File: config.mk
export PLATFORM = sky130hd
export DESIGN_NAME = sarrd_host_flat
export DESIGN_NICKNAME = d
export VERILOG_FILES = /design/src/rtl/sarrd_pkg.sv /design/src/rtl/sarrd_if.sv /design/src/rtl/sarrd_host.sv /design/src/flat_wrapper.sv
export VERILOG_INCLUDE_DIRS = /design/src /design/src/rtl
export SDC_FILE = /design/constraint.sdc
export NUM_CORES = 1
export LEC_CHECK = 0
export BUFFER_PORTS_ARGS = -buffer_cell sky130_fd_sc_hd__buf_2
export CAP_MARGIN = 20
export CORE_UTILIZATION = 25
export DETAILED_ROUTE_END_ITERATION = 7
export SLEW_MARGIN = 30
export SYNTH_ARGS = -nofsm -noshare
export SYNTH_HDL_FRONTEND = slang
export SYNTH_SLANG_ARGS = --single-unit
File: constraint.sdc
create_clock -name clock_in -period 5 [get_ports clock_in]
set_input_delay 0.75 -clock clock_in [delete_from_list [all_inputs] [get_ports clock_in]]
set_output_delay 0.75 -clock clock_in [all_outputs]
set_load 0.02 [all_outputs]
File: src/rtl/sarrd_params.svh
// timing counts and field constants for the converter readout sequencer
`ifndef SARRD_PARAMS_SVH
`define SARRD_PARAMS_SVH
`define SARRD_CLK_PERIOD_NS 10
`define SARRD_CONV_TIME_NS 4700
`define SARRD_CONV_CYCLES (`SARRD_CONV_TIME_NS / `SARRD_CLK_PERIOD_NS)
`define SARRD_WAKE_TIME_MS 10
`define SARRD_WAKE_CYCLES (`SARRD_WAKE_TIME_MS * 1000000 / `SARRD_CLK_PERIOD_NS)
`define SARRD_RESULT_BITS 16
`define SARRD_READ_DELAY_CYCLES 1
`endif

File: src/rtl/sarrd_pkg.sv
// types shared by both ends of the converter readout sequencer
package sarrd_pkg;
    typedef enum logic [2:0] {
        SARRD_DEV_IDLE = 3'b000,
        SARRD_DEV_ACQ = 3'b001,
        SARRD_DEV_CONV = 3'b010,
        SARRD_DEV_DONE = 3'b011,
        SARRD_DEV_READ = 3'b100
    } sarrd_dev_state_t;
    typedef enum logic [2:0] {
        SARRD_HOST_IDLE = 3'b000,
        SARRD_HOST_WAKE = 3'b001,
        SARRD_HOST_START = 3'b010,
        SARRD_HOST_WAIT = 3'b011,
        SARRD_HOST_READ = 3'b100,
        SARRD_HOST_HIGH = 3'b101,
        SARRD_HOST_PUSH = 3'b110
    } sarrd_host_state_t;
endpackage

File: src/rtl/sarrd_if.sv
// parallel pin bundle between converter sequencer and host
interface sarrd_if #(parameter int WIDTH = 16);
    logic convert_n;
    logic read_select;
    logic upper_byte_select;
    logic done_n;
    logic [WIDTH-1:0] result_bus_o;
    logic result_bus_oe;
    modport dev (
        input convert_n, read_select, upper_byte_select,
        output done_n, result_bus_o, result_bus_oe
    );
    modport host (
        output convert_n, read_select, upper_byte_select,
        input done_n, result_bus_o, result_bus_oe
    );
endinterface

File: src/rtl/sarrd_host.sv
// host end: drives strobe sequence, reads result into a two-entry buffer
`include "sarrd_params.svh"
module sarrd_host #(
    parameter int WIDTH = 16,
    parameter int WAKE_CYCLES = `SARRD_WAKE_CYCLES
) (
    // clock and reset
    input wire logic clock_in,
    input wire logic rst_in,
    // link to converter
    sarrd_if.host link,
    // user request
    input wire logic start_in,
    input wire logic shutdown_in,
    input wire logic from_shutdown_in,
    output logic busy_out,
    // result stream
    output logic [`SARRD_RESULT_BITS-1:0] data_out,
    output logic valid_out,
    input wire logic ready_in
);
    import sarrd_pkg::*;
    localparam int WW = $clog2(WAKE_CYCLES + 1);
    localparam bit BYTE = (WIDTH < `SARRD_RESULT_BITS);
    sarrd_host_state_t state_reg, state_next;
    logic cs_reg, cs_next, rc_reg, rc_next, hb_reg, hb_next;
    logic sd_reg, sd_next, ph_reg, ph_next;
    logic [WW-1:0] wait_reg, wait_next;
    logic [`SARRD_RESULT_BITS-1:0] word_reg, word_next;
    logic [`SARRD_RESULT_BITS-1:0] buf_reg [2], buf_next [2];
    logic [1:0] cnt_reg, cnt_next;
    logic rd_reg, rd_next;
    logic valid_reg;
    logic push, pop;

    assign pop = valid_out && ready_in;
    assign push = state_reg == SARRD_HOST_PUSH && cnt_reg != 2'd2;

    always_comb begin
        state_next = state_reg;
        cs_next = cs_reg;
        rc_next = rc_reg;
        hb_next = hb_reg;
        sd_next = sd_reg;
        ph_next = ph_reg;
        wait_next = wait_reg;
        word_next = word_reg;
        unique case (state_reg)
            SARRD_HOST_IDLE: begin
                if (start_in) begin
                    cs_next = 1'b0;
                    rc_next = 1'b0;
                    sd_next = shutdown_in;
                    wait_next = from_shutdown_in ? WW'(WAKE_CYCLES) : WW'(1);
                    state_next = SARRD_HOST_WAKE;
                end
            end
            SARRD_HOST_WAKE: begin
                cs_next = 1'b1;
                wait_next = wait_reg - WW'(1);
                if (wait_reg <= WW'(1)) begin
                    state_next = SARRD_HOST_START;
                end
            end
            SARRD_HOST_START: begin
                cs_next = 1'b0;
                rc_next = sd_reg;
                state_next = SARRD_HOST_WAIT;
            end
            SARRD_HOST_WAIT: begin
                cs_next = 1'b1;
                if (!link.done_n && cs_reg) begin
                    cs_next = 1'b0;
                    rc_next = 1'b1;
                    hb_next = 1'b0;
                    ph_next = 1'b0;
                    state_next = SARRD_HOST_READ;
                end
            end
            SARRD_HOST_READ: begin
                if (link.result_bus_oe) begin
                    if (!BYTE) begin
                        word_next = `SARRD_RESULT_BITS'(link.result_bus_o);
                        state_next = SARRD_HOST_HIGH;
                    end else if (!ph_reg && !hb_reg) begin
                        word_next[7:0] = link.result_bus_o[7:0];
                        hb_next = 1'b1;
                        ph_next = 1'b1;
                    end else if (ph_reg && hb_reg && rd_reg) begin
                        word_next[15:8] = link.result_bus_o[7:0];
                        state_next = SARRD_HOST_HIGH;
                    end
                end
            end
            SARRD_HOST_HIGH: begin
                cs_next = 1'b1;
                rc_next = 1'b0;
                hb_next = 1'b0;
                state_next = SARRD_HOST_PUSH;
            end
            SARRD_HOST_PUSH: begin
                if (cnt_reg != 2'd2)
                    state_next = SARRD_HOST_IDLE;
            end
            default: state_next = SARRD_HOST_IDLE;
        endcase
    end

    // byte phase waits one cycle for the new byte to settle on the bus
    assign rd_next = state_reg == SARRD_HOST_READ && hb_reg;

    always_comb begin
        buf_next = buf_reg;
        cnt_next = cnt_reg;
        if (pop) begin
            buf_next[0] = buf_reg[1];
            cnt_next = cnt_next - 2'd1;
        end
        if (push) begin
            buf_next[cnt_next[0]] = word_reg;
            cnt_next = cnt_next + 2'd1;
        end
    end

    always_ff @(posedge clock_in or posedge rst_in) begin
        if (rst_in) begin
            state_reg <= SARRD_HOST_IDLE;
            cs_reg <= 1'b1;
            rc_reg <= 1'b0;
            hb_reg <= 1'b0;
            sd_reg <= 1'b0;
            ph_reg <= 1'b0;
            wait_reg <= '0;
            word_reg <= '0;
            buf_reg[0] <= '0;
            buf_reg[1] <= '0;
            cnt_reg <= '0;
            rd_reg <= 1'b0;
            busy_out <= 1'b0;
            valid_reg <= 1'b0;
        end else begin
            state_reg <= state_next;
            cs_reg <= cs_next;
            rc_reg <= rc_next;
            hb_reg <= hb_next;
            sd_reg <= sd_next;
            ph_reg <= ph_next;
            wait_reg <= wait_next;
            word_reg <= word_next;
            buf_reg <= buf_next;
            cnt_reg <= cnt_next;
            rd_reg <= rd_next;
            busy_out <= state_next != SARRD_HOST_IDLE;
            valid_reg <= cnt_next != 2'd0;
        end
    end

    assign link.convert_n = cs_reg;
    assign link.read_select = rc_reg;
    assign link.upper_byte_select = hb_reg;
    assign data_out = buf_reg[0];
    assign valid_out = valid_reg;
endmodule

File: src/flat_wrapper.sv
// flat-port wrapper written by rule: the top's interface ports become plain ports
module sarrd_host_flat import sarrd_pkg::*;
#(
    parameter int WIDTH = 16,
    parameter int WAKE_CYCLES = `SARRD_WAKE_CYCLES
)
  (clock_in, rst_in, start_in, shutdown_in, from_shutdown_in, busy_out, data_out, valid_out, ready_in, link_convert_n, link_read_select, link_upper_byte_select, link_done_n, link_result_bus_o, link_result_bus_oe);
  sarrd_if #(.WIDTH(WIDTH)) link_i ();
  input wire logic clock_in;
  input wire logic rst_in;
  input wire logic start_in;
  input wire logic shutdown_in;
  input wire logic from_shutdown_in;
  output logic busy_out;
  output logic [`SARRD_RESULT_BITS-1:0] data_out;
  output logic valid_out;
  input wire logic ready_in;
  output wire logic [$bits(link_i.convert_n)-1:0] link_convert_n;
  output wire logic [$bits(link_i.read_select)-1:0] link_read_select;
  output wire logic [$bits(link_i.upper_byte_select)-1:0] link_upper_byte_select;
  input wire logic [$bits(link_i.done_n)-1:0] link_done_n;
  input wire logic [$bits(link_i.result_bus_o)-1:0] link_result_bus_o;
  input wire logic [$bits(link_i.result_bus_oe)-1:0] link_result_bus_oe;
  assign link_convert_n = link_i.convert_n;
  assign link_read_select = link_i.read_select;
  assign link_upper_byte_select = link_i.upper_byte_select;
  assign link_i.done_n = link_done_n;
  assign link_i.result_bus_o = link_result_bus_o;
  assign link_i.result_bus_oe = link_result_bus_oe;
  sarrd_host #(.WIDTH(WIDTH), .WAKE_CYCLES(WAKE_CYCLES)) u_core (.clock_in(clock_in), .rst_in(rst_in), .link(link_i), .start_in(start_in), .shutdown_in(shutdown_in), .from_shutdown_in(from_shutdown_in), .busy_out(busy_out), .data_out(data_out), .valid_out(valid_out), .ready_in(ready_in));
endmodule
; ---- After elaboration in Yosys (flattened, before gate mapping)
; Index checks and enable logic that the tools add are counted.
[totals]
out_inout_bits = 21
word_cells = 70
register_bits = 79
input_bits = 24
[classes]
magnitude_cmp = 3
mux = 23
bitwise = 1
n_eq_ne = 9
n_addsub = 3
n_reduce_logical = 19
[ops]
columns = cell, n
row1 = $mux W20, 2
row2 = $pmux W20 S2, 1
row3 = $bwmux W32, 1
row4 = $mux W16, 2
row5 = $mux W32, 1
row6 = $pmux W3 S7, 1
row7 = $le A20 B1 Y1 const B, 1
row8 = $sub A20 B1 Y20 const B, 1
row9 = $demux W16 S1, 1
row10 = $mux W3, 5
row11 = $reduce_and A2 Y1, 5
row12 = $eq A3 B3 Y1 const B, 3
row13 = $pmux W1 S4, 2
row14 = $reduce_bool A4 Y1, 2
row15 = $eq A3 B2 Y1 const B, 2
row16 = $reduce_bool A2 Y1, 3
row17 = $logic_and A1 B1 Y1, 4
row18 = $mux W1, 4
row19 = $mux W2, 2
row20 = $ne A2 B2 Y1 const B, 2
row21 = $eq A3 B1 Y1 const B, 1
row22 = $logic_not A3 Y1, 1
row23 = $reduce_and A3 Y1, 1
row24 = $reduce_bool A3 Y1, 1
row25 = 9 further kinds, 9

; ---- Logic depth before layout (Yosys ltp)
; Gate-level depths: netlist (run 1).
[depth]
ltp_word = 9
mapped_depth = 8
mapped_depth_nobuf = 6

; ---- Worst setup path before layout (run 1)
; OpenSTA, ideal clock, no wires.
[synth_timing]
path_type = reg-to-reg
from = register u_core.cnt_reg[0]
to = register with a tool-made name
required_ns = 4.875
setup_slack_ns = 2.569
arrival_time_ns = 2.306
setup_ns = 0.125
path_buffers = 2
stages_incl_launch_ff = 8
synth_period_minus_slack_ns = 2.431
path_cell_list = dfrtp_1 inv_1 ha_1 nor4bb_1 ha_1 clkbuf_1 clkbuf_1 mux2_2
[synth_rtl]
columns = element, line
row1 = "start, declared", sarrd_host.sv:31  ; logic [1:0] cnt_reg, cnt_next;
row2 = "start signal, assigned", sarrd_host.sv:151  ; cnt_reg <= cnt_next;

; ---- Final worst setup path (run 1)
[layout_timing]
from = register u_core.state_reg[0]
to = register u_core.wait_reg[15]
[layout_via]
elab_chain_len = 3
elab_cells_between_ends = 6
classes_between = eq/ne (2) / mux (1) / reduce/logical (3)
[layout_rtl]
columns = element, line
row1 = "start, declared", sarrd_host.sv:25  ; sarrd_host_state_t state_reg, state_next;
row2 = "start signal, assigned", sarrd_host.sv:142  ; state_reg <= state_next;
row3 = $eq A3 B1 Y1 or $logic_not A3 Y1 (tied branches), sarrd_host.sv:48  ; unique case (state_reg)
row4 = $reduce_bool A2 Y1 (no source line) or $ne A2 B2 Y1 (tied branches), n/a
row5 = $reduce_and A2 Y1 (no source line), n/a
row6 = "end signal, assigned", sarrd_host.sv:148  ; wait_reg <= wait_next;
row7 = "end, declared", sarrd_host.sv:28  ; logic [WW-1:0] wait_reg, wait_next;
; Parallel ways exist; a longest one is shown, timed or not.
; A chain may end at the register's enable or synchronous reset.

==> parameters.txt, run 1 <==
Parameter                              Value

Routing
  DRC violations left    4
  Number of routed nets with antenna violations    0
  Detail-routed via count per cell    4.757
  Total iterations of the first detailed-routing run    8
  Average wire per cell in the routed design    approximately 14 microns
  Number of vias after detailed routing    2626
  Aggregate routed wire length    7.606 mm
  First-iteration detailed-routing DRC count    roughly 130

Clock network
  Bufs on Longest Clock Path    2
  Clock-pin transition on the worst setup and hold timing paths    0.06 ns
  Clock H-tree levels    3
  Post-cts repair resize count    0
  CTS Root Cell    sky130_fd_sc_hd__clkbuf_16
  Number of buffers inserted during clock tree synthesis    9
  Clock tree from TritonCTS    yes
  CTS Sinks    78
  Number of setup buffers added after CTS    0
  Clock insertion delay at the later pin of the skew report    around 0.33 ns
  Hold-fix buffer count after cts    0

Final layout
  Layout cell share with drive strength beyond 1    29.08%
  Final cell utilization of the core    between 20% and 30%
  Post-route non-filler standard cell count    552
  Number of nets at the end of the flow    391
  Area growth syn-to-layout    15.59%
  Fill count    between 1.5k and 2k
  Sequential cell area in the final layout    0.001953 sq mm
  Number of diodes added for antenna fixing    0
  Area of the multi-input gates    0.001617 sq mm

Critical path
  Critical-path cell list    nor3b_1 > nand4_1 > nor4_1 > mux2i_1
  Crit-path slowest cell    sky130_fd_sc_hd__nor3b_1
  Worst reg2reg path endpoint    u_core.wait_reg[15]$_DFFE_PP0P_
  Kind of cell with the highest combined delay on the critical path    simple AND/OR/NAND/NOR gates
  Category of the critical setup timing path    reg -> reg
  Max FO, Critical Path    22
  Worst setup endpoint    u_core.wait_reg[15]$_DFFE_PP0P_
  Origin of the critical flop-to-flop path    u_core.state_reg[0]$_DFF_PP0_
  Crit path DAT    3.04 ns
  Worst path buffer plus inverter count    0
  Critical Path Source    u_core.state_reg[0]$_DFF_PP0_
  Launching element type of the critical path    register
  Crit path depth    4
  Worst R2R Setup Slack    2.21 ns
  Data required time of the critical path    5.25 ns
  Worst reg2reg path depth    4
  CP endpoint kind    register
  Delay of the slowest cell on the worst path    0.85 ns

STA
  Post-layout min period    2.793 ns
  Count of final setup violators    0
  Fmax    0.3580 GHz
  Slew Limit Fails    0
  Transition time of the tightest slew-check pin    0.9605 ns
  Worst slew margin    35.83%
  Clock skew    0.009944 ns
  Setup repair after global routing missed its margin    no
  Hold violation count in the final report    0
  Total negative slack for setup checks    0 ns
  Fraction of the cycle the final worst path needs    55.86%

GRT
  Number of antenna violations at the first check in global routing    0
  Overall track demand over capacity in global routing    between 10% and 20%
  Vias in the first global route    between 2k and 3k
  Maximum number of pins on one net before global-route repair    53
  Global-route wire length before repair    13.12 mm
  GRT Residual Overflow    0

Synthesis
  Cell count after synthesis    346
  Cell taking the most area after synthesis    sky130_fd_sc_hd__dfrtp_1
  Asr flop ratio synth    100.0%
  Fraction of the yosys area taken by sequential cells    51.55%
  Avg Synthesized Cell Area    10.95 sq um
  Flops & latches, synth    78
  Most numerous cell in the Yosys netlist    sky130_fd_sc_hd__dfrtp_1
  Top cell types by occurrence after synthesis    77 x sky130_fd_sc_hd__dfrtp_1, 38 x sky130_fd_sc_hd__nand2_1, 32 x sky130_fd_sc_hd__mux2_2, 27 x sky130_fd_sc_hd__mux2i_1, 22 x sky130_fd_sc_hd__o21ai_0
  Number of enable-type register cells in the synthesized netlist    0
  Unique masters post-synth    between 40 and 50
  Post-synth top area share    50.86%
  Total of warnings raised by yosys    0
  Synthesized Nets    374
  Mapped Area    0.003789 sq mm
  Biggest area contributors in the synthesized netlist    sky130_fd_sc_hd__dfrtp_1 51%, sky130_fd_sc_hd__mux2_2 9.5%, sky130_fd_sc_hd__mux2i_1 7.1%, sky130_fd_sc_hd__nand2_1 3.8%, sky130_fd_sc_hd__buf_4 3.4%
  Most used flip-flop cell after synthesis    sky130_fd_sc_hd__dfrtp_1

Power and ir drop
  Proportion of power drawn by flip-flops and latches    42.5%
  Internal power    1.702 mW
  Fraction of power consumed by combinational cells    31.3%
  Total leakage power    1.990 nW
  Proportion of total power due to net switching    36.56%
  Power Density    612.5 mW/mm^2
  Power after layout    approximately 2.7 mW
  Switching power of the nets    980.5 uW
  Peak ir drop on the vdd network    173.4 uV
  Relative contribution of the clock network to total power    26.2%

Floorplanning
  Starting Density    25.87%
  Number of rows in the core area    44
  Die height    125.1 microns
  Area of the die    0.01565 sq mm
  Core ar.    0.01464 sq mm
  Overall die width    125.1 microns
  I/O pin count    45

Flow run
  Max capacitance violation total    0

Place
  Number of cells in the design after placement    536
  Port buffer count    43
  Post-detail-place hpwl    5.295 mm
  Global placement routability congestion    0.7812

Min path
  Hold WC Path Type    in -> async

Status
  Violations in the final reports    design-rule violations
  Run status    finished, violations left
power groups by stage:
stage          Sequential, mW  Clock (mW)  Combinational (mW)
2_1_floorplan            1.04           0               0.767
3_3_place_gp             1.13           0               0.820
3_5_place_dp             1.15           0               0.846
4_1_cts                  1.14       0.715               0.848
5_1_grt                  1.19       0.744               0.943
6_report                 1.14       0.703               0.839
worst min path at each step:
stage / from / to / slack [ns] / depth (start not counted)
global placement: u_core.wait_reg[12]$_DFFE_PP0P_ / u_core.wait_reg[12]$_DFFE_PP0P_ / 0.46 / 1
detailed placement: u_core.sd_reg$_DFFE_PP0P_ / u_core.sd_reg$_DFFE_PP0P_ / 0.48 / 2
CTS: rst_in / u_core.word_reg[14]$_DFFE_PP0P_ / 0.48 / 2
finish: rst_in / u_core.word_reg[14]$_DFFE_PP0P_ / 0.46 / 2
floorplan: u_core.wait_reg[12]$_DFFE_PP0P_ / u_core.wait_reg[12]$_DFFE_PP0P_ / 0.44 / 1
global route: rst_in / u_core.word_reg[14]$_DFFE_PP0P_ / 0.50 / 2
routing by layer:
metal | wire length [microns] | part of all wire, % | global-route usage (%)
met5 | 0 | 0 | 0
met4 | 75 | 0.99 | 3.085
met2 | 3579 | 47 | 16.27
met3 | 348 | 4.6 | 3.295
met1 | 3603 | 47 | 13.64
layout by cell type (no fill, tap or decap), drive strengths merged, types with 2 or more instances in the layout:
master and n:
a21oi 12, a31oi 4, buf 45, bufinv 2, clkbuf 10, clkinv 2
dfrtp 77, ha 4, inv 8, mux2 32, mux2i 27, nand2 38
nand2b 4, nand3 7, nand3b 3, nor2 5, nor3 5, nor3b 2
nor4 6, nor4bb 2, o211ai 3, o21ai 22, o21bai 2, o22ai 7
o311ai 4, o31ai 3, o41ai 2, or2 2, or3 2, or3b 2
or4 9, or4b 2
layout make-up:
type,instances,area share [%]
Clock buffer,10,5.229
Clock inverter,6,2.143
Inverter,7,0.6000
Multi-Input combinational cell,222,36.91
Sequential cell,78,44.60
Tap cell,184,5.257
Timing Repair Buffer,45,5.257
logic make-up after synthesis:
group	Yosys count	share of synthesized area, %
AO/OA/AOI/OAI	65	10.63
AND/OR/NAND/NOR	93	13.47
other	1	0.09898
buffers and inverters	46	6.275
adder cells (fa/ha/maj)	4	1.321
multiplexers	59	16.64
flip-flops	78	51.55
stage by stage:
stage	hold slack (ns)	setup slack, ns	area, sq um
detailed placement	0.4847	2.286	4053
global placement	0.4565	2.350	4053
floorplan	0.4410	2.257	3789
CTS	0.4791	2.257	4375
finish	0.4587	2.207	4379
global route	0.4976	1.985	4379
Power figures use the tool's default switching activity.
==> run 2: changes to the inputs <==
--- a/config.mk
+++ b/config.mk
@@ -6,6 +6,7 @@
 export SDC_FILE = /design/constraint.sdc
 export NUM_CORES = 1
 export LEC_CHECK = 0
+export ABC_AREA = 1
 export BUFFER_PORTS_ARGS = -buffer_cell sky130_fd_sc_hd__buf_2
 export CAP_MARGIN = 20
 export CORE_UTILIZATION = 25
==> constraint.sdc (replaced) <==
create_clock -name clock_in -period 2.6 [get_ports clock_in]
set_input_delay 0.39 -clock clock_in [delete_from_list [all_inputs] [get_ports clock_in]]
set_output_delay 0.39 -clock clock_in [all_outputs]
set_load 0.02 [all_outputs]
==> parameters.txt, run 2 <==
Parameter                              Value

STA
  Fmax    0.6142 GHz (+72%)
  Count of final setup violators    0 (unchanged)
  Clock skew    0.008018 ns (-0.001926 ns)
  Worst slew margin    62.36% (+27 points)
  Slew Limit Fails    0 (unchanged)
  Setup repair after global routing missed its margin    no
  Transition time of the tightest slew-check pin    0.5640 ns (-0.3965 ns)
  Total negative slack for setup checks    0 ns (unchanged)
  Fraction of the cycle the final worst path needs    62.63% (+6.8 points)
  Post-layout min period    1.628 ns (-1.165 ns)
  Hold violation count in the final report    0 (unchanged)

Clock network
  Bufs on Longest Clock Path    2 (unchanged)
  Clock-pin transition on the worst setup and hold timing paths    0.06 ns (about the same)
  Clock H-tree levels    3 (unchanged)
  CTS Sinks    78 (unchanged)
  Clock insertion delay at the later pin of the skew report    0.33 ns (about the same)
  Post-cts repair resize count    0 (unchanged)
  CTS Root Cell    sky130_fd_sc_hd__clkbuf_16
  Number of buffers inserted during clock tree synthesis    9 (unchanged)
  Number of setup buffers added after CTS    0 (unchanged)
  Clock tree from TritonCTS    yes
  Hold-fix buffer count after cts    0 (unchanged)

Synthesis
  Cell count after synthesis    484 (+40%)
  Post-synth top area share    49.87% (-0.99 points)
  Most used flip-flop cell after synthesis    sky130_fd_sc_hd__dfrtp_1
  Asr flop ratio synth    100.0% (unchanged)
  Synthesized Nets    512 (+37%)
  Biggest area contributors in the synthesized netlist    sky130_fd_sc_hd__dfrtp_1 50%, sky130_fd_sc_hd__nand2_1 9.4%, sky130_fd_sc_hd__o21ai_0 7.6%, sky130_fd_sc_hd__inv_1 7.0%, sky130_fd_sc_hd__nor2_1 4.9%
  Total of warnings raised by yosys    0 (unchanged)
  Top cell types by occurrence after synthesis    97 x sky130_fd_sc_hd__nand2_1, 77 x sky130_fd_sc_hd__dfrtp_1, 72 x sky130_fd_sc_hd__inv_1, 59 x sky130_fd_sc_hd__o21ai_0, 50 x sky130_fd_sc_hd__nor2_1
  Mapped Area    0.003864 sq mm (+2.0%)
  Fraction of the yosys area taken by sequential cells    50.55% (-1.0 points)
  Most numerous cell in the Yosys netlist    sky130_fd_sc_hd__nand2_1
  Flops & latches, synth    78 (unchanged)
  Number of enable-type register cells in the synthesized netlist    0 (unchanged)
  Cell taking the most area after synthesis    sky130_fd_sc_hd__dfrtp_1
  Avg Synthesized Cell Area    7.983 sq um (-27%)
  Unique masters post-synth    36 (-20%)

Critical path
  Worst path buffer plus inverter count    3 (+3)
  Delay of the slowest cell on the worst path    0.47 ns (-0.38 ns)
  Category of the critical setup timing path    reg -> reg
  Data required time of the critical path    2.82 ns (-2.43 ns)
  Max FO, Critical Path    17 (-23%)
  Critical Path Source    u_core.state_reg[1]$_DFF_PP0_
  Kind of cell with the highest combined delay on the critical path    simple AND/OR/NAND/NOR gates
  Crit path DAT    1.85 ns (-1.19 ns)
  Crit-path slowest cell    sky130_fd_sc_hd__dfrtp_1
  CP endpoint kind    register
  Origin of the critical flop-to-flop path    u_core.state_reg[1]$_DFF_PP0_
  Launching element type of the critical path    register
  Critical-path cell list    inv_2 > nand2_2 > nor2_4 > inv_4 > nand3_2 > o21ai_0 > inv_1 > nand2_1

Routing
  DRC violations left    0 (-4)
  Number of routed nets with antenna violations    0 (unchanged)
  Detail-routed via count per cell    4.268 (-10%)
  Total iterations of the first detailed-routing run    4 (-4)
  Average wire per cell in the routed design    11.49 microns (-17%)
  First-iteration detailed-routing DRC count    133 (+3.1%)
  Aggregate routed wire length    8.113 mm (+6.7%)
  Number of vias after detailed routing    3013 (+15%)

Floorplanning
  Overall die width    126.3 microns (+0.97%)
  Die height    126.3 microns (+0.97%)
  Core ar.    0.01515 sq mm (+3.4%)
  Area of the die    0.01596 sq mm (+1.9%)
  Number of rows in the core area    45 (+2.3%)
  Starting Density    25.51% (-0.36 points)
  I/O pin count    45 (unchanged)

Status
  Run status    completed

Final layout
  Final cell utilization of the core    29.47% (-0.44 points)
  Number of diodes added for antenna fixing    0 (unchanged)
  Area growth syn-to-layout    15.51% (about the same)
  Number of nets at the end of the flow    541 (+38%)
  Layout cell share with drive strength beyond 1    15.44% (-14 points)
  Commonest cells after routing, fill and taps aside    97 x sky130_fd_sc_hd__nand2_1, 77 x sky130_fd_sc_hd__dfrtp_1, 71 x sky130_fd_sc_hd__inv_1
  Commonest non-fill, non-tap cell in the layout    sky130_fd_sc_hd__nand2_1
  Fill count    1618 (+5.7%)

Power and ir drop
  Peak ir drop on the vdd network    378.4 uV (+120%)
  Power after layout    5.380 mW (+100%)
  Total leakage power    2.287 nW (+15%)
  Power Density    1206 mW/mm^2 (+97%)

Min path
  Hold WC Path Type    in -> async

GRT
  Maximum number of pins on one net before global-route repair    36 (-32%)
  Global-route wire length before repair    14.10 mm (+7.5%)
  Overall track demand over capacity in global routing    11.37% (+1.0 points)
  Vias in the first global route    2902 (+14%)
  GRT Residual Overflow    0 (unchanged)
  Number of antenna violations at the first check in global routing    0 (unchanged)

Place
  Global placement routability congestion    0.8454 (+8.2%)
  Post-detail-place hpwl    5.733 mm (+8.3%)
  Port buffer count    43 (unchanged)

Flow run
  Max capacitance violation total    0 (unchanged)
run 2: cell count changes after synthesis, moves of 5 or more:
cell,before,now
sky130_fd_sc_hd__mux2_2,32,0
sky130_fd_sc_hd__nor4_1,6,0
sky130_fd_sc_hd__buf_2,0,5
sky130_fd_sc_hd__or4_1,6,0
sky130_fd_sc_hd__nand2_1,38,97
sky130_fd_sc_hd__a21oi_1,12,25
sky130_fd_sc_hd__inv_1,7,72
sky130_fd_sc_hd__nor2_1,5,50
sky130_fd_sc_hd__nand3_1,7,32
sky130_fd_sc_hd__clkbuf_1,19,6
sky130_fd_sc_hd__o21ai_0,22,59
sky130_fd_sc_hd__mux2i_1,27,1
run 2: per-stage QoR:
stage	area (sq um)	setup WS [ns]	std cells	hold WS, ns
2_1_floorplan	3864	0.2166	484	0.4498
3_3_place_gp	4178	0.9776	690	0.4560
3_5_place_dp	4178	0.9785	690	0.4659
4_1_cts	4463	0.9686	706	0.1118
5_1_grt	4463	0.7921	706	0.1340
6_report	4463	0.9717	706	0.09485
run 2: cell type report:
type	instances	area, sq um	share of cell area, %
clock buffers	10	239.0	5.355
inverters	74	281.5	6.308
well taps	188	235.2	5.271
repair buffers	50	280.3	6.280
multi-input cells	300	1428	31.99
clock inverters	6	46.29	1.037
flip-flops and latches	78	1953	43.76
run 2: kinds of logic after synthesis:
| family | synth area share (%) |
|---|---|
| xor gates and xnor gates | 0.8745 |
| and+or+nand+nor | 21.70 |
| buffers and inverters | 12.50 |
| muxes | 0.2591 |
| other | 0.09706 |
| DFF | 50.55 |
| adders and majority gates | 1.295 |
| AOI/OAI and AO/OA | 12.73 |
run 2: where the power goes:
| part | internal, mW | switching [mW] | leakage, nW |
|---|---|---|---|
| Clock | 0.679 | 0.514 | 0.140 |
| Sequential | 1.75 | 0.316 | 0.884 |
| Combinational | 0.729 | 1.40 | 1.26 |
run 2: routing by layer:
layer  track usage [%]  vias to the layer above  part of all wire (%)
met5                 0                        -                     0
met4             4.607                        0                   1.6
met3             3.501                       12                   3.7
met2             18.17                       55                    45
met1             14.30                     1376                    50
li1                  -                     1570                     -
run 2: worst paths after layout:
check / slack, ns / endpoint / cells past startpoint
worst max-delay path: 0.97 / u_core.wait_reg[17]$_DFFE_PP0P_ / 8
worst min-delay path: 0.09 / async pin / 2
worst max register to register: 0.97 / u_core.wait_reg[17]$_DFFE_PP0P_ / 8
worst min register to register: 0.48 / register / 2
max in group asynchronous: 1.83 / u_core.link.convert_n$_DFFE_PP1P_ / 3
min in group clock_in: 0.26 / u_core.sd_reg$_DFFE_PP0P_ / 3
run 2: worst register-to-register path: stages, from the launching register on:
cell                      delay, ns
sky130_fd_sc_hd__dfrtp_1       0.47
sky130_fd_sc_hd__inv_2         0.08
sky130_fd_sc_hd__nand2_2       0.08
sky130_fd_sc_hd__nor2_4        0.35
sky130_fd_sc_hd__inv_4         0.13
sky130_fd_sc_hd__nand3_2       0.19
sky130_fd_sc_hd__o21ai_0       0.11
sky130_fd_sc_hd__inv_1         0.06
sky130_fd_sc_hd__nand2_1       0.05
==> run 3: changes to the inputs <==
--- a/config.mk
+++ b/config.mk
@@ -6,7 +6,7 @@
 export SDC_FILE = /design/constraint.sdc
 export NUM_CORES = 1
 export LEC_CHECK = 0
-export ABC_AREA = 1
+export ABC_AREA = 0
 export BUFFER_PORTS_ARGS = -buffer_cell sky130_fd_sc_hd__buf_2
 export CAP_MARGIN = 20
 export CORE_UTILIZATION = 25
==> constraint.sdc (replaced) <==
create_clock -name clock_in -period 1.3 [get_ports clock_in]
set_input_delay 0.195 -clock clock_in [delete_from_list [all_inputs] [get_ports clock_in]]
set_output_delay 0.195 -clock clock_in [all_outputs]
set_load 0.02 [all_outputs]
==> parameters.txt, run 3 (synthesis results as in run 1) <==
Parameter                              Value

Status
  Run status    finished, violations left
  Violations in the final reports    negative setup slack

Floorplanning
  Overall die width    125.1 microns (-0.96%)
  Starting Density    25.87% (+0.36 points)
  I/O pin count    45 (unchanged)
  Core ar.    0.01464 sq mm (-3.3%)
  Area of the die    0.01565 sq mm (-1.9%)
  Number of rows in the core area    44 (-2.2%)
  Die height    125.1 microns (-0.96%)

Critical path
  CP endpoint kind    register
  Category of the critical setup timing path    reg -> reg
  Launching element type of the critical path    register
  Data required time of the critical path    1.53 ns (-1.29 ns)
  Crit path DAT    2.37 ns (+0.52 ns)
  Max FO, Critical Path    3 (-14)

Final layout
  Area growth syn-to-layout    56.04%
  Commonest non-fill, non-tap cell in the layout    sky130_fd_sc_hd__dfrtp_1
  Fill count    1367 (-16%)
  Number of nets at the end of the flow    478 (-12%)
  Number of diodes added for antenna fixing    0 (unchanged)
  Commonest cells after routing, fill and taps aside    74 x sky130_fd_sc_hd__dfrtp_1, 50 x sky130_fd_sc_hd__buf_4, 42 x sky130_fd_sc_hd__buf_2
  Post-route non-filler standard cell count    639 (-9.5%)
  Layout cell share with drive strength beyond 1    57.58% (+42 points)

Routing
  Average wire per cell in the routed design    17.43 microns (+52%)
  Number of routed nets with antenna violations    0 (unchanged)
  DRC violations left    0 (unchanged)
  First-iteration detailed-routing DRC count    198 (+49%)
  Total iterations of the first detailed-routing run    6 (+2)
  Number of vias after detailed routing    3099 (+2.9%)
  Aggregate routed wire length    11.14 mm (+37%)
  Detail-routed via count per cell    4.850 (+14%)

Clock network
  Clock-pin transition on the worst setup and hold timing paths    0.06 ns (about the same)
  Clock H-tree levels    3 (unchanged)
  Number of buffers inserted during clock tree synthesis    9 (unchanged)
  Bufs on Longest Clock Path    2 (unchanged)
  CTS Root Cell    sky130_fd_sc_hd__clkbuf_16
  Clock insertion delay at the later pin of the skew report    0.34 ns (about the same)
  Clock tree from TritonCTS    yes
  CTS Sinks    78 (unchanged)

Flow run
  Max capacitance violation total    0 (unchanged)

Power and ir drop
  Power Density    2364 mW/mm^2 (+96%)
  Peak ir drop on the vdd network    1034 uV (+170%)
  Total leakage power    2.766 nW (+21%)

STA
  Setup repair after global routing missed its margin    yes
  Worst setup margin    -0.8481 ns (-1.820 ns)
  Fmax    0.4655 GHz (-24%)
  Fraction of the cycle the final worst path needs    165.2% (+100 points)
  Clock skew    0.008141 ns (+0.0001233 ns)
  Slew Limit Fails    0 (unchanged)
  Post-layout min period    2.148 ns (+0.5199 ns)
  Count of final setup violators    76 (+76)
  Hold violation count in the final report    0 (unchanged)

GRT
  GRT Residual Overflow    0 (unchanged)
  Maximum number of pins on one net before global-route repair    79 (+120%)
  Number of antenna violations at the first check in global routing    0 (unchanged)
  Met3 usage    3.380% (-0.12 points)
  Vias in the first global route    3169 (+9.2%)
  Top Usage Layer GRT    met2
  Fraction of met1 tracks used by global routing    17.13% (+2.8 points)
  Global-route wire length before repair    16.72 mm (+19%)
  Overall track demand over capacity in global routing    13.64% (+2.3 points)
  Met2 usage in global routing    22.94% (+4.8 points)

Min path
  Hold WC Path Type    in -> reg

Place
  Worst Setup Slack post-DPL    -0.8677 ns (-1.846 ns)
  Number of cells in the design after placement    593 (-14%)
  Global placement routability congestion    0.8217 (-2.8%)
  Post-detail-place hpwl    6.106 mm (+6.5%)
  Port buffer count    43 (unchanged)
[run 3: cell count changes in the layout (fill, tap and decap cells not counted), sizes merged, moves of 13 or more]
cell	previous run	this run
buf	50	126
nand3	33	7
a21oi	25	12
o21ai	62	22
nor2	53	5
mux2	0	32
nand2	100	38
inv	74	8
mux2i	1	27
[run 3: cell type report]
class                      count  area [sq um]  share of cell area, %
multi-input combinational    225          2243                  37.95
sequential                    78          1957                  33.10
timing repair buffer         129          1167                  19.75
tap                          184         230.2                  3.894
clock buffer                   9         225.2                  3.810
clock inverter                 7         58.81                 0.9947
inverter                       7         30.03                 0.5079
[run 3: worst max-delay path, cell delays in order (launching register included)]
cell	delay [ns]
sky130_fd_sc_hd__dfrtp_1	0.38
sky130_fd_sc_hd__or4_4	0.52
sky130_fd_sc_hd__or4_4	0.51
sky130_fd_sc_hd__or4_4	0.45
sky130_fd_sc_hd__a21o_1	0.17
[run 3: final timing paths]
kind	start	to	slack [ns]	cells past startpoint
hold reg to reg	u_core.sd_reg$_DFFE_PP0P_	u_core.sd_reg$_DFFE_PP0P_	0.48	2
setup / recovery	u_core.wait_reg[13]$_DFFE_PP0P_	u_core.state_reg[0]$_DFF_PP0_	-0.85	4
min in group asynchronous	rst_in	u_core.word_reg[9]$_DFFE_PP0P_	0.52	4
setup reg to reg	u_core.wait_reg[13]$_DFFE_PP0P_	u_core.state_reg[0]$_DFF_PP0_	-0.85	4
max in group asynchronous	rst_in	u_core.link.convert_n$_DFFE_PP1P_	0.40	4
hold / removal	shutdown_in	u_core.sd_reg$_DFFE_PP0P_	0.05	3
[run 3: metrics by stage]
step / cell area [sq um] / hold slack (ns) / utilization [%] / total power [mW] / setup TNS, ns
4_1_cts: 5637 / 0.04222 / 38.49 / 13.16 / -32.19
2_1_floorplan: 4136 / 0.3074 / - / 7.668 / -27.90
3_3_place_gp: 4751 / 0.3443 / 32.44 / 9.157 / -31.07
3_5_place_dp: 4751 / 0.3538 / 32.44 / 9.338 / -33.17
5_1_grt: 5912 / 0.06113 / 40.37 / 14.73 / -36.39
6_report: 5912 / 0.05361 / 40.37 / 13.98 / -31.80
[run 3: timing repair]
item / CTS / global route
hold buffers: 1 / 0
setup endpoints to repair: 77 / 78
resized for setup: 81 / 48
pin swaps: 21 / 15
buffers inserted: 15 / 11
endpoints found under the hold margin: 63 / 0
gates cloned: 7 / 2
[run 3: metal layers]
metal  up-vias  share of wire [%]
met5         -                  0
met4         0                1.1
met3        12                3.0
met2        60                 51
met1      1560                 45
li1       1467                  -
[run 3: report_power, final]
part	internal (mW)	switching, mW	leakage (nW)
clock	1.32	1.08	0.138
combinational	3.88	3.55	1.63
sequential	3.38	0.769	1.00
total	8.57	5.41	2.77
